===== src/spi_regs_pkg.sv =====
/*
  Constants shared by the serial register-access slave: word layout, command
  codes, register addresses, implemented-bit masks and reset values.
  Assumes a single 16-bit command word per chip-select frame.
*/
// Behaviour
// RULE_01: sample serial input on rising serial clock
// RULE_02: command word is exactly sixteen bits
// RULE_03: output floats while deselected, drives after select
// RULE_04: status bits read one for fault
// RULE_05: both words shift most significant bit first
// RULE_06: output changes on falling serial clock edge
// RULE_07: master keeps serial clock at most 8 MHz
// RULE_08: reply shifts out during the following frame
// RULE_09: locked status write only clears bits
// RULE_10: unlocked status writable, fault recording suspended
// RULE_11: echo command returns word with code seven
// RULE_12: wrong pulse count discards frame, flags error
// RULE_13: bad command or address flags error
// RULE_14: code, address, data fields in word
// RULE_15: seven command codes decoded, seven echo reply
// RULE_16: eight-bit registers loaded by write commands
// RULE_17: command executes on chip select release
// RULE_18: unimplemented bits read zero, ignore writes
// RULE_19: non-fault status bits follow own conditions; the code holds them at the written value while the self-test write is unlocked
// RULE_20: commands accepted any time, no preamble
// RULE_21: several devices share bus in parallel only
// RULE_22: system status layout, error in bit three
// RULE_23: chip select changes only with clock low
// RULE_24: clock and data ignored while deselected
// RULE_25: error flag sticky until written zero
// RULE_26: read reply carries register byte low
package spi_regs_pkg;

  localparam int WORD_BITS   = 16;
  localparam int DATA_BITS   = 8;
  localparam int CMD_LSB     = 12;
  localparam int ADDR_LSB    = 8;
  localparam int CNT_BITS    = 5;
  localparam logic [4:0] FRAME_PULSES = 5'h10;

  typedef enum logic [3:0] {
    CMD_ECHO      = 4'h0,
    CMD_RD_CFG    = 4'h1,
    CMD_WR_CFG    = 4'h2,
    CMD_RD_STATUS = 4'h3,
    CMD_WR_STATUS = 4'h4,
    CMD_RD_CTRL   = 4'h5,
    CMD_WR_CTRL   = 4'h6,
    CMD_ECHO_RESP = 4'h7
  } cmd_t;

  localparam int CFG_COUNT  = 12;
  localparam int CTRL_COUNT = 12;

  localparam logic [3:0] SYS_STATUS_ADDR  = 4'hd;
  localparam logic [7:0] SYS_STATUS_RESET = 8'h00;
  localparam logic [7:0] SYS_STATUS_MASK  = 8'hff;
  localparam int ST_ANY_FAULT   = 7;
  localparam int ST_KEY_SWITCH  = 6;
  localparam int ST_POWER_EN    = 5;
  localparam int ST_BATTERY_SW  = 4;
  localparam int ST_SPI_ERROR   = 3;
  localparam int ST_SUPPLY_MSB  = 2;

  localparam logic [3:0] CTRL_UNLOCK_ADDR = 4'hb;
  localparam int         CTRL_UNLOCK_BIT  = 7;
  localparam logic [7:0] CTRL_RESET       = 8'h00;
  localparam logic [7:0] CTRL_MASK        = 8'hff;

  // register 11 in the top byte, register 0 in the bottom byte
  localparam logic [95:0] CFG_RESET_VALUES = {
    8'h53, 8'hca, 8'h80, 8'h80, 8'h10, 8'h00,
    8'h18, 8'h01, 8'h10, 8'h10, 8'h10, 8'h10};
  localparam logic [95:0] CFG_MASKS = {
    8'hff, 8'hff, 8'hd7, 8'hd7, 8'hd7, 8'h83,
    8'h9b, 8'hff, 8'hdf, 8'h9f, 8'h9f, 8'h9f};

  localparam int PIN_BITS = 10;
  localparam logic [9:0] PIN_RESET = 10'h200;

endpackage


===== src/pin_sync.sv =====
/*
  Two-flop synchroniser for a vector of independent level inputs.
  Assumes each bit changes slowly relative to the sampling clock.
*/
`timescale 1ns/10ps
`default_nettype none
module pin_sync #(
  parameter int         W       = 1,
  parameter logic [W-1:0] RST_VAL = '0
) (
  input  wire logic         clk,
  input  wire logic         rst_n,
  input  wire logic [W-1:0] d,
  output logic      [W-1:0] q
);
  logic [W-1:0] meta_r;
  logic [W-1:0] meta_nxt;
  logic [W-1:0] q_nxt;

  always_comb begin
    meta_nxt = d;
    q_nxt    = meta_r;
  end

  always_ff @(posedge clk) begin
    if (!rst_n) begin
      meta_r <= RST_VAL;
      q      <= RST_VAL;
    end else begin
      meta_r <= meta_nxt;
      q      <= q_nxt;
    end
  end
endmodule
`default_nettype wire


===== src/spi_register_access_slave.sv =====
/*
  Sixteen-bit serial register-access slave: frames commands from the host,
  holds configuration, control and system status registers, and replies
  to each command during the next frame.
  Assumes the host's serial clock is far slower than CLK_SYS (four or more
  system cycles per half period) and that chip select moves with SCLK low.
*/
`timescale 1ns/10ps
`default_nettype none
module spi_register_access_slave (
  input  wire logic        CLK_SYS,
  input  wire logic        NRST,
  input  wire logic        CHIP_SELECT_N,
  input  wire logic        SCLK,
  input  wire logic        SERIAL_IN,
  output logic             SERIAL_OUT,
  output logic             SERIAL_OUT_OE,
  input  wire logic        KEY_SWITCH_STATE,
  input  wire logic        POWER_ENABLE_STATE,
  input  wire logic        BATTERY_SWITCH_STATE,
  input  wire logic [2:0]  SENSOR_SUPPLY_FAULT,
  input  wire logic        OTHER_FAULT,
  output logic [95:0]      CFG_REGS,
  output logic [95:0]      CTRL_REGS,
  output logic [7:0]       SYS_STATUS,
  output logic             SELF_TEST_WRITE_UNLOCK
);

  logic [spi_regs_pkg::PIN_BITS-1:0] pins_raw;
  logic [spi_regs_pkg::PIN_BITS-1:0] pins_s;

  logic       csn_s;
  logic       sclk_s;
  logic       si_s;
  logic [2:0] state_s;
  logic [2:0] supply_fault_s;
  logic       other_fault_s;

  // every pin is asynchronous to CLK_SYS; chip select idles high
  assign pins_raw = {CHIP_SELECT_N, SCLK, SERIAL_IN, KEY_SWITCH_STATE,
                     POWER_ENABLE_STATE, BATTERY_SWITCH_STATE,
                     SENSOR_SUPPLY_FAULT, OTHER_FAULT};

  pin_sync #(
    .W       (spi_regs_pkg::PIN_BITS),
    .RST_VAL (spi_regs_pkg::PIN_RESET)
  ) u_pin_sync (
    .clk   (CLK_SYS),
    .rst_n (NRST),
    .d     (pins_raw),
    .q     (pins_s)
  );

  assign csn_s          = pins_s[9];
  assign sclk_s         = pins_s[8];
  assign si_s           = pins_s[7];
  assign state_s        = pins_s[6:4];
  assign supply_fault_s = pins_s[3:1];
  assign other_fault_s  = pins_s[0];

  // edge detection on the synchronised copies
  logic csn_d_r;
  logic sclk_d_r;
  logic csn_d_nxt;
  logic sclk_d_nxt;
  logic cs_fall;
  logic cs_rise;
  logic sclk_rise;
  logic sclk_fall;

  always_comb begin
    csn_d_nxt  = csn_s;
    sclk_d_nxt = sclk_s;
    cs_fall    = csn_d_r & ~csn_s;
    cs_rise    = ~csn_d_r & csn_s;
    sclk_rise  = ~sclk_d_r & sclk_s & ~csn_s; // RULE_24
    sclk_fall  = sclk_d_r & ~sclk_s & ~csn_s; // RULE_24
  end

  always_ff @(posedge CLK_SYS) begin
    if (!NRST) begin
      csn_d_r  <= 1'b1;
      sclk_d_r <= 1'b0;
    end else begin
      csn_d_r  <= csn_d_nxt;
      sclk_d_r <= sclk_d_nxt;
    end
  end

  // shift path
  logic [15:0]                       rx_r;
  logic [15:0]                       tx_r;
  logic [spi_regs_pkg::CNT_BITS-1:0] cnt_r;
  logic                              so_r;
  logic                              so_oe_r;
  logic [15:0]                       rx_nxt;
  logic [15:0]                       tx_nxt;
  logic [spi_regs_pkg::CNT_BITS-1:0] cnt_nxt;
  logic                              so_nxt;
  logic                              so_oe_nxt;
  logic [15:0]                       resp_r;
  logic [15:0]                       resp_nxt;

  always_comb begin
    rx_nxt    = rx_r;
    tx_nxt    = tx_r;
    cnt_nxt   = cnt_r;
    so_nxt    = so_r;
    so_oe_nxt = so_oe_r;
    if (cs_fall) begin
      tx_nxt    = resp_r;                 // RULE_08
      so_nxt    = resp_r[15];             // RULE_05
      so_oe_nxt = 1'b1;                   // RULE_03
      cnt_nxt   = '0;
      rx_nxt    = '0;
    end
    if (sclk_rise) begin
      rx_nxt = {rx_r[14:0], si_s};        // RULE_01
      // saturate one above a full word so long frames stay detectable
      if (cnt_r <= spi_regs_pkg::FRAME_PULSES) begin
        cnt_nxt = cnt_r + 5'h01;
      end
    end
    if (sclk_fall) begin
      tx_nxt = {tx_r[14:0], 1'b0};        // RULE_05
      so_nxt = tx_r[14];                  // RULE_06
    end
    if (cs_rise) begin
      so_oe_nxt = 1'b0;                   // RULE_03
      so_nxt    = 1'b0;
    end
  end

  always_ff @(posedge CLK_SYS) begin
    if (!NRST) begin
      rx_r    <= '0;
      tx_r    <= '0;
      cnt_r   <= '0;
      so_r    <= 1'b0;
      so_oe_r <= 1'b0;
    end else begin
      rx_r    <= rx_nxt;
      tx_r    <= tx_nxt;
      cnt_r   <= cnt_nxt;
      so_r    <= so_nxt;
      so_oe_r <= so_oe_nxt;
    end
  end

  // register file
  logic [7:0] cfg_r   [spi_regs_pkg::CFG_COUNT];
  logic [7:0] cfg_nxt [spi_regs_pkg::CFG_COUNT];
  logic [7:0] ctrl_r   [spi_regs_pkg::CTRL_COUNT];
  logic [7:0] ctrl_nxt [spi_regs_pkg::CTRL_COUNT];
  logic [7:0] st_r;
  logic [7:0] st_nxt;

  function automatic logic [7:0] cfg_mask(input logic [3:0] idx);
    cfg_mask = spi_regs_pkg::CFG_MASKS[idx*8 +: 8];
  endfunction

  function automatic logic [7:0] cfg_reset(input logic [3:0] idx);
    cfg_reset = spi_regs_pkg::CFG_RESET_VALUES[idx*8 +: 8];
  endfunction

  // command decode, only meaningful on the release edge
  logic [3:0] cmd;
  logic [3:0] addr;
  logic [7:0] data;
  logic       frame_ok;
  logic       cmd_valid;
  logic       exec;
  logic       err_event;
  logic       wr_cfg;
  logic       wr_ctrl;
  logic       wr_st;
  logic       cfg_addr_ok;
  logic       ctrl_addr_ok;
  logic       unlock;
  logic [15:0] resp_cmd;

  assign unlock = ctrl_r[spi_regs_pkg::CTRL_UNLOCK_ADDR][spi_regs_pkg::CTRL_UNLOCK_BIT];

  always_comb begin
    cmd          = rx_r[15:spi_regs_pkg::CMD_LSB];      // RULE_14
    addr         = rx_r[spi_regs_pkg::CMD_LSB-1:spi_regs_pkg::ADDR_LSB];
    data         = rx_r[spi_regs_pkg::DATA_BITS-1:0];
    frame_ok     = (cnt_r == spi_regs_pkg::FRAME_PULSES); // RULE_02 RULE_12
    cfg_addr_ok  = (addr < 4'(spi_regs_pkg::CFG_COUNT));
    ctrl_addr_ok = (addr < 4'(spi_regs_pkg::CTRL_COUNT));
    cmd_valid    = 1'b0;
    wr_cfg       = 1'b0;
    wr_ctrl      = 1'b0;
    wr_st        = 1'b0;
    resp_cmd     = rx_r;                  // writes echo the word sent
    case (cmd)                            // RULE_15
      spi_regs_pkg::CMD_ECHO: begin
        cmd_valid = 1'b1;
        resp_cmd  = {spi_regs_pkg::CMD_ECHO_RESP, rx_r[11:0]}; // RULE_11
      end
      spi_regs_pkg::CMD_RD_CFG: begin
        cmd_valid = cfg_addr_ok;
        resp_cmd  = {cmd, addr, cfg_addr_ok ? cfg_r[addr] : 8'h00}; // RULE_26
      end
      spi_regs_pkg::CMD_WR_CFG: begin
        cmd_valid = cfg_addr_ok;
        wr_cfg    = cfg_addr_ok;
      end
      spi_regs_pkg::CMD_RD_STATUS: begin
        cmd_valid = (addr == spi_regs_pkg::SYS_STATUS_ADDR);
        resp_cmd  = {cmd, addr, st_r};    // RULE_04 RULE_26
      end
      spi_regs_pkg::CMD_WR_STATUS: begin
        cmd_valid = (addr == spi_regs_pkg::SYS_STATUS_ADDR);
        wr_st     = cmd_valid;
      end
      spi_regs_pkg::CMD_RD_CTRL: begin
        cmd_valid = ctrl_addr_ok;
        resp_cmd  = {cmd, addr, ctrl_addr_ok ? ctrl_r[addr] : 8'h00}; // RULE_26
      end
      spi_regs_pkg::CMD_WR_CTRL: begin
        cmd_valid = ctrl_addr_ok;
        wr_ctrl   = ctrl_addr_ok;
      end
      default: begin
        cmd_valid = 1'b0;                 // RULE_13
      end
    endcase
    exec      = cs_rise & frame_ok & cmd_valid;          // RULE_17 RULE_20
    err_event = cs_rise & ~(frame_ok & cmd_valid);       // RULE_12 RULE_13
  end

  always_comb begin
    for (int i = 0; i < spi_regs_pkg::CFG_COUNT; i++) begin
      cfg_nxt[i] = cfg_r[i];
      if (exec && wr_cfg && addr == 4'(i)) begin
        cfg_nxt[i] = data & cfg_mask(4'(i));              // RULE_16 RULE_18
      end
    end
    for (int i = 0; i < spi_regs_pkg::CTRL_COUNT; i++) begin
      ctrl_nxt[i] = ctrl_r[i];
      if (exec && wr_ctrl && addr == 4'(i)) begin
        ctrl_nxt[i] = data & spi_regs_pkg::CTRL_MASK;     // RULE_16
      end
    end
  end

  // status: the write is applied first so a same-cycle fault set wins
  always_comb begin
    st_nxt = st_r;
    if (exec && wr_st) begin
      if (unlock) begin
        st_nxt = data & spi_regs_pkg::SYS_STATUS_MASK;    // RULE_10 RULE_18
      end else begin
        st_nxt = st_r & data;                             // RULE_09 RULE_25
      end
    end
    // self-test freezes recording so written patterns read back intact
    if (!unlock) begin                                    // RULE_10
      st_nxt[spi_regs_pkg::ST_SUPPLY_MSB:0] =
        st_nxt[spi_regs_pkg::ST_SUPPLY_MSB:0] | supply_fault_s; // RULE_22
      st_nxt[spi_regs_pkg::ST_SPI_ERROR] =
        st_nxt[spi_regs_pkg::ST_SPI_ERROR] | err_event;   // RULE_25 RULE_22
      st_nxt[spi_regs_pkg::ST_KEY_SWITCH:spi_regs_pkg::ST_BATTERY_SW] = state_s; // RULE_19
      st_nxt[spi_regs_pkg::ST_ANY_FAULT] =
        (|st_nxt[spi_regs_pkg::ST_SPI_ERROR:0]) | other_fault_s; // RULE_22
    end
  end

  // reply for the next frame
  always_comb begin
    resp_nxt = resp_r;
    if (exec) begin
      resp_nxt = resp_cmd;                                // RULE_08
    end else if (cs_rise) begin
      // a rejected frame answers with the system status, error bit shown
      resp_nxt = {spi_regs_pkg::CMD_RD_STATUS, spi_regs_pkg::SYS_STATUS_ADDR,
                  st_r | (8'h01 << spi_regs_pkg::ST_SPI_ERROR)};
    end
  end

  always_ff @(posedge CLK_SYS) begin
    if (!NRST) begin
      for (int i = 0; i < spi_regs_pkg::CFG_COUNT; i++) begin
        cfg_r[i] <= cfg_reset(4'(i));
      end
      for (int i = 0; i < spi_regs_pkg::CTRL_COUNT; i++) begin
        ctrl_r[i] <= spi_regs_pkg::CTRL_RESET;
      end
      st_r   <= spi_regs_pkg::SYS_STATUS_RESET;
      resp_r <= '0;
    end else begin
      cfg_r  <= cfg_nxt;
      ctrl_r <= ctrl_nxt;
      st_r   <= st_nxt;
      resp_r <= resp_nxt;
    end
  end

  // outputs, all taken straight from flops
  always_comb begin
    for (int i = 0; i < spi_regs_pkg::CFG_COUNT; i++) begin
      CFG_REGS[i*8 +: 8] = cfg_r[i];
    end
    for (int i = 0; i < spi_regs_pkg::CTRL_COUNT; i++) begin
      CTRL_REGS[i*8 +: 8] = ctrl_r[i];
    end
  end

  assign SERIAL_OUT             = so_r;
  assign SERIAL_OUT_OE          = so_oe_r;
  assign SYS_STATUS             = st_r;
  assign SELF_TEST_WRITE_UNLOCK = unlock;

endmodule
`default_nettype wire


===== config.mk =====
export PLATFORM = sky130hd
export DESIGN_NAME = spi_register_access_slave
export DESIGN_NICKNAME = d
export VERILOG_FILES = /design/src/spi_regs_pkg.sv /design/src/pin_sync.sv /design/src/spi_register_access_slave.sv
export SDC_FILE = /design/constraint.sdc
export NUM_CORES = 1
export LEC_CHECK = 0
export BUFFER_PORTS_ARGS = -buffer_cell sky130_fd_sc_hd__buf_4
export CORE_ASPECT_RATIO = 2
export CORE_MARGIN = 4
export CORE_UTILIZATION = 60
export DETAILED_ROUTE_END_ITERATION = 6
export HOLD_SLACK_MARGIN = 0.12
export PLACE_DENSITY = 0.85
export SYNTH_ARGS = -nofsm -noshare
export SYNTH_HDL_FRONTEND = slang
export SYNTH_SLANG_ARGS = --single-unit

===== constraint.sdc =====
create_clock -name CLK_SYS -period 5.45 [get_ports CLK_SYS]
set_input_delay 0.2725 -clock CLK_SYS [delete_from_list [all_inputs] [get_ports CLK_SYS]]
set_output_delay 0.2725 -clock CLK_SYS [all_outputs]
set_load 0.03 [all_outputs]

# After elaboration in Yosys (flattened, before gate mapping)
# Index checks and enable logic that the tools add are counted.
[op_classes] n_addsub=1 mul=0 div=0 n_lt_le_gt_ge=3 eq_ne=20 n_shift=0 n_mux=27 n_bitwise=21 reduce_logical=37
[op_table] cell="2-to-1 mux 8 bit" n=9
[op_table] cell="binary-select mux 8 bit (select 4 bit)" n=2
[op_table] cell="2-to-1 mux 16 bit" n=4
[op_table] cell="case mux 16 bit (4 select lines)" n=1
[op_table] cell="2-to-1 mux 15 bit" n=2
[op_table] cell="equality test 4 x 3 -> 1 bit (second input constant)" n=7
[op_table] cell="logical AND 1 bit" n=27
[op_table] cell="equality test 4 bit (second input constant)" n=5
[op_table] cell="equality test 4 x 2 -> 1 bit (second input constant)" n=4
[op_table] cell="2-to-1 mux 5 bit" n=3
[op_table] cell="AND 1 bit" n=10
[op_table] cell="AND 8 bit" n=1
[op_table] cell="equality test 4 x 1 -> 1 bit (second input constant)" n=2
[op_table] cell="logical NOT 4 bit" n=2
[op_table] cell="OR reduction 4 bit" n=2
[op_table] cell="inverter 1 bit" n=6
[op_table] cell="nonzero test 2 bit" n=3
[op_table] cell="OR reduction 2 bit" n=3
[op_table] cell="adder 5 x 1 -> 5 bit (second input constant)" n=1
[op_table] cell="equality test 5 bit (second input constant)" n=1
[op_table] cell=">= comparator 5 bit (second input constant)" n=1
[op_table] cell="<= comparator 5 bit (second input constant)" n=1
[op_table] cell="2-to-1 mux 1 bit" n=5
[op_table] cell="inverter 4 -> 5 bit" n=1
[op_table] cell="5 further kinds" n=6
[totals] regBits=255 latch_bits=0 mem_bits_rw=0 mem_bits_ro=0 in_bits=12 out_inout_bits=203 word_cells=146 mem_count=0

# Longest topological paths before layout
[depth] depth_word=10 mapped_depth=10 ltp_nobuf=8

# Hierarchy
# From an unflattened synthesis, not the netlist that was laid out.
[hier_totals] cells_unflattened=1178 area_unflattened_um2=11348.4
[modules_own_cells] module="spi_register_access_slave" instances=1 cells_per_inst=1136 area_each_um2=10810.4 seq_area_each_um2=4704.5
[modules_own_cells] module="pin_sync" instances=1 cells_per_inst=42 area_each_um2=538.0 seq_area_each_um2=400.4

# Worst setup path before layout
# No wires, ideal clock.
[synth_path] path_kind="reg2reg" start="register cnt_r[0] (netlist name)" end="register cfg_r, in the netlist CFG_REGS[83]" setup_time_ps=129 t_arrival_ps=2065 required_time_ps=5321 slack_ps=3256 path_stages_with_launch=10 n_path_buf=1 synth_period_minus_slack_ps=2194 path_cell_list="dfxtp_1 inv_1 ha_1 nand4bb_4 or2_4 or4_4 buf_6 nor2_8 mux2i_1 nand2_1"
[synth_via] elab_chain_len=5
[synth_lines] element="start, declared" line="spi_register_access_slave.sv:93" source="logic [spi_regs_pkg::CNT_BITS-1:0] cnt_r;"
[synth_lines] element="start signal, assigned" line="spi_register_access_slave.sv:144" source="cnt_r <= cnt_nxt;"
[synth_lines] element="equality test 5 bit" line="spi_register_access_slave.sv:188" source="frame_ok = (cnt_r == spi_regs_pkg::FRAME_PULSES);"
[synth_lines] element="AND 1 bit (2 in a row)" line="spi_register_access_slave.sv:229" source="exec = cs_rise & frame_ok & cmd_valid;"
[synth_lines] element="logical AND 1 bit (2 in a row)" line="spi_register_access_slave.sv:236" source="if (exec && wr_cfg && addr == 4'(i)) begin"
[synth_lines] element="end signal, assigned by index" line="spi_register_access_slave.sv:285" source="cfg_r[i] <= cfg_reset(4'(i));"
[synth_lines] element="end signal, assigned" line="spi_register_access_slave.sv:293" source="cfg_r <= cfg_nxt;"
[synth_lines] element="end, declared" line="spi_register_access_slave.sv:151" source="logic [7:0] cfg_r [spi_regs_pkg::CFG_COUNT];"
# No other way between the ends.
# A chain may end at the register's enable or synchronous reset.

# Worst setup path in the final report
[layout_path] start="register rx_r[8]" end="register cfg_r, in the netlist CFG_REGS[26]"
[layout_via] elab_chain_len=5 elab_cells_between_ends=8 classes_between="order compare (1); eq/ne (2); mux (2); bitwise (1); reduce/logical (2)"
[layout_lines] element="start, declared" line="spi_register_access_slave.sv:91" source="logic [15:0] rx_r;"
[layout_lines] element="start signal, assigned" line="spi_register_access_slave.sv:142" source="rx_r <= rx_nxt;"
[layout_lines] element="less-than comparator 4 bit / equality test 4 bit (equally long branches)"
[layout_lines] element="case mux 1 bit (3 select lines)" line="spi_register_access_slave.sv:196" source="case (cmd)"
[layout_lines] element="AND 1 bit" line="spi_register_access_slave.sv:229"
[layout_lines] element="logical AND 1 bit" line="spi_register_access_slave.sv:236"
[layout_lines] element="logical AND 1 bit *" line="spi_register_access_slave.sv:236"
# Mark *: on every way between the ends. The rest lies on a longest branch, timed or not.

==> summary.md <==
| Metric | Value |
|---|---|
| Status | complete, no violations |
| Clock Sinks | 255 |
| Arrival @ worst endpoint | 3.66 ns |
| Drt pass-1 iters | 5 |
| Drt drc | 0 |
| Critical path type | reg2reg |
| CP max FO | 30 |
| GP Congestion | 0.9742 |
| CTS tree | yes |
| Post-CTS Setup Bufs | 0 |
| FP Rows | 72 |
| Core ar. | 0.01946 mm2 |
| Design area | 0.01421 mm2 |
| Antenna Cells | 0 |
| Die area | 0.02235 mm2 |
| Worst Clk Skew | 0.01472 ns |
| Period utilization | 59.51% |
| Largest net degree at the start of global routing | 179 |
| Fin. Hold Viols | 0 |
| Inserted Clock Buffers | 24 |
| Share of cells above drive strength 1 | 22.43% |
| Clock Path Buffers | 3 |
| Initial drt markers | 844 |
| Residual antenna-violating net count after detailed routing | 0 |
| Synth cell types | 67 |
| HP Class | in2reg |
| Area of the mapped netlist | 0.01194 mm2 |
| Worst IR Drop VDD | 0.2576 mV |
| Worst-path cell chain | buf_4 -> and2_0 -> nand3b_2 -> nor2_1 -> nand2_1 -> a21boi_0 |
| Setup tns final | 0 ns |
| Die width | 107.7 um |
| Crit-path max cell delay | 0.86 ns |
| GR Overflow Total | 0 |
| Largest cells by area after synthesis | dfxtp_1 (43%), mux4_2 (7.4%), mux2i_1 (6.6%), a21boi_0 (6.5%), nand2_1 (5.3%) |
| Number of synthesized register bits | 255 |
| CP required | 5.87 ns |
| Relative slew slack | 20.98% |
| Reg2reg path depth | 6 |
| RSZ-0062 raised after global routing | false |
| Routed wire length | 38030 um |
| Post-synth EDFFs | 0 |
| Root Driver | clkbuf_16 |
| H-tree levels | 1 |
| Hold_ws | 0.3260 ns |
| Startpoint types | flop |
| Vias in the first global route | 10200 |
| Cell depth of the worst hold path | 2 |
| Crit end category | flop |
| Prevailing post-synth register cell | dfxtp_1 |
| Met3 routed WL | 2870 um |
| Max-slew violations | 0 |
| Share of the synthesized area in the top cell type | 42.77% |
| Antenna violations before repair | 0 |
| Avg Synthesized Cell Area | 9.472 um2 |
| Least-Margin Pin Slew | 1.185 ns |
| GR Util All Layers | 33.00% |
| CP max stage cell | dfxtp_2 |
| Fill cell count | 1441 |
| Commonest non-fill, non-tap cell in the layout | dfxtp_1 |
| Vias post-DR | 10510 |
| Synthesized instance count | 1260 |
| Synth warnings | 0 |
| Max-cap violations | 0 |
| First-pass GRT wire length | 58270 um |
| Asr flop ratio synth | 0% |
| Starting density of the core | 61.34% |
| Largest area contributor in the netlist | dfxtp_1 |
| FMAX | 308.3 MHz |
| I/O pins | 215 |
| Die span in y | 207.5 um |
| Final min period | 3.243 ns |
| Layout net count | 1405 |
| Avg WL per Cell | 22.80 um |
| Worst-skew pair later-pin latency | 0.52 ns |
| Post-synthesis sequential area ratio | 42.77% |
| DR vias/cell | 6.302 |
| Pwr/cell area | 265.7 mW/mm2 |
| Top routing layer in use | met4 |
| Placed Instance Area | 0.01326 mm2 |
| Most frequent cells in the layout | dfxtp_1 (253), buf_4 (206), nand2_1 (168) |
| Setup violators final | 0 |
| CTS clock-pin slew for the worst setup and hold paths | 0.06 ns |
| # port buffers | 193 |
| WL met1 | 12920 um |
| Dpl hpwl | 25450 um |
| Layout Area Growth over Synthesis | 19.05% |
| Final Core Density | 73.02% |
| Routed met2 length | 19220 um |
| Static leakage | 5.235 nW |
-- cell usage after synthesis, drive strengths merged (11+ instances only) --
cell    number
dfxtp      255
nand2      168
a21boi     122
o21ai      118
clkbuf      80
mux2i       79
nor2b       79
nand3       55
buf         52
mux4        39
nor2        35
and2        22
a32oi       19
a22oi       17
a21oi       11
-- through the flow --
step	std cells	power, W	setup WS, ns
finish	1668	0.003775	2.207
global route	1668	0.003869	1.950
CTS	1668	0.003782	2.261
detailed placement	1614	0.002034	2.368
global placement	1614	0.002033	2.479
floorplan	1280	0.002021	3.256
-- flip-flops by register name (all words and copies together), names as in the netlist --
name and cells:
SERIAL_OUT_OE 1, tx_r 15, CTRL_REGS 96, csn_d_r 1, CFG_REGS 75, u_pin_sync.q 10
rx_r 16, cnt_r 5, u_pin_sync.meta_r 10, resp_r 16, SYS_STATUS 8, sclk_d_r 1
SERIAL_OUT 1
-- report_power, final --
| part | total [W] | internal (W) | switching [W] |
|---|---|---|---|
| Clock | 0.00178 | 0.00105 | 0.000727 |
| Sequential | 0.00189 | 0.00188 | 0.0000102 |
| Combinational | 0.000114 | 0.0000453 | 0.0000686 |
-- cell families after synthesis --
group | share of synthesized area, %
and+or+nand+nor | 18.96
AOI/OAI and AO/OA | 18.24
DFF | 42.77
buffers and inverters | 5.609
muxes | 14.17
adders and majority gates | 0.2096
other | 0.03142
-- area by class of cell --
cell class                      count  area (um2)  area share (%)
Timing Repair Buffer              217        1658           11.67
Multi-Input combinational cell    883        6236           43.89
Tap cell                          259       324.1           2.281
Inverter                           10       37.54          0.2642
Clock buffer                       38       754.5           5.310
Sequential cell                   255        5107           35.95
Clock inverter                      6       91.34          0.6428
-- final timing paths --
check,from,to,slack [ns]
max,rx_r[8],CFG_REGS[26],2.21
min,NRST,u_pin_sync.meta_r[9],0.33
max reg2reg,rx_r[8],CFG_REGS[26],2.21
min reg2reg,u_pin_sync.meta_r[2],u_pin_sync.q[2],0.44
-- worst max-delay path, delay by kind of cell, from the launching register on --
kind	cells	cell delay [ns]
compound gates	1	0.25
buf+inv	1	0.58
flops	1	0.86
simple gates	4	1.45
-- what timing repair did --
item                                   4_1_cts  5_1_grt
endpoints found under the hold margin       10        0
hold buffers                                10        0
resized for setup                            0        0
-- metal layers --
metal	global-route usage, %	vias to the layer above
met3	5.260	173
met2	56.49	577
met5	0	-
li1	-	4690
met1	36.58	5071
met4	22.76	0
Note: power is estimated with default switching activity, not from simulation.
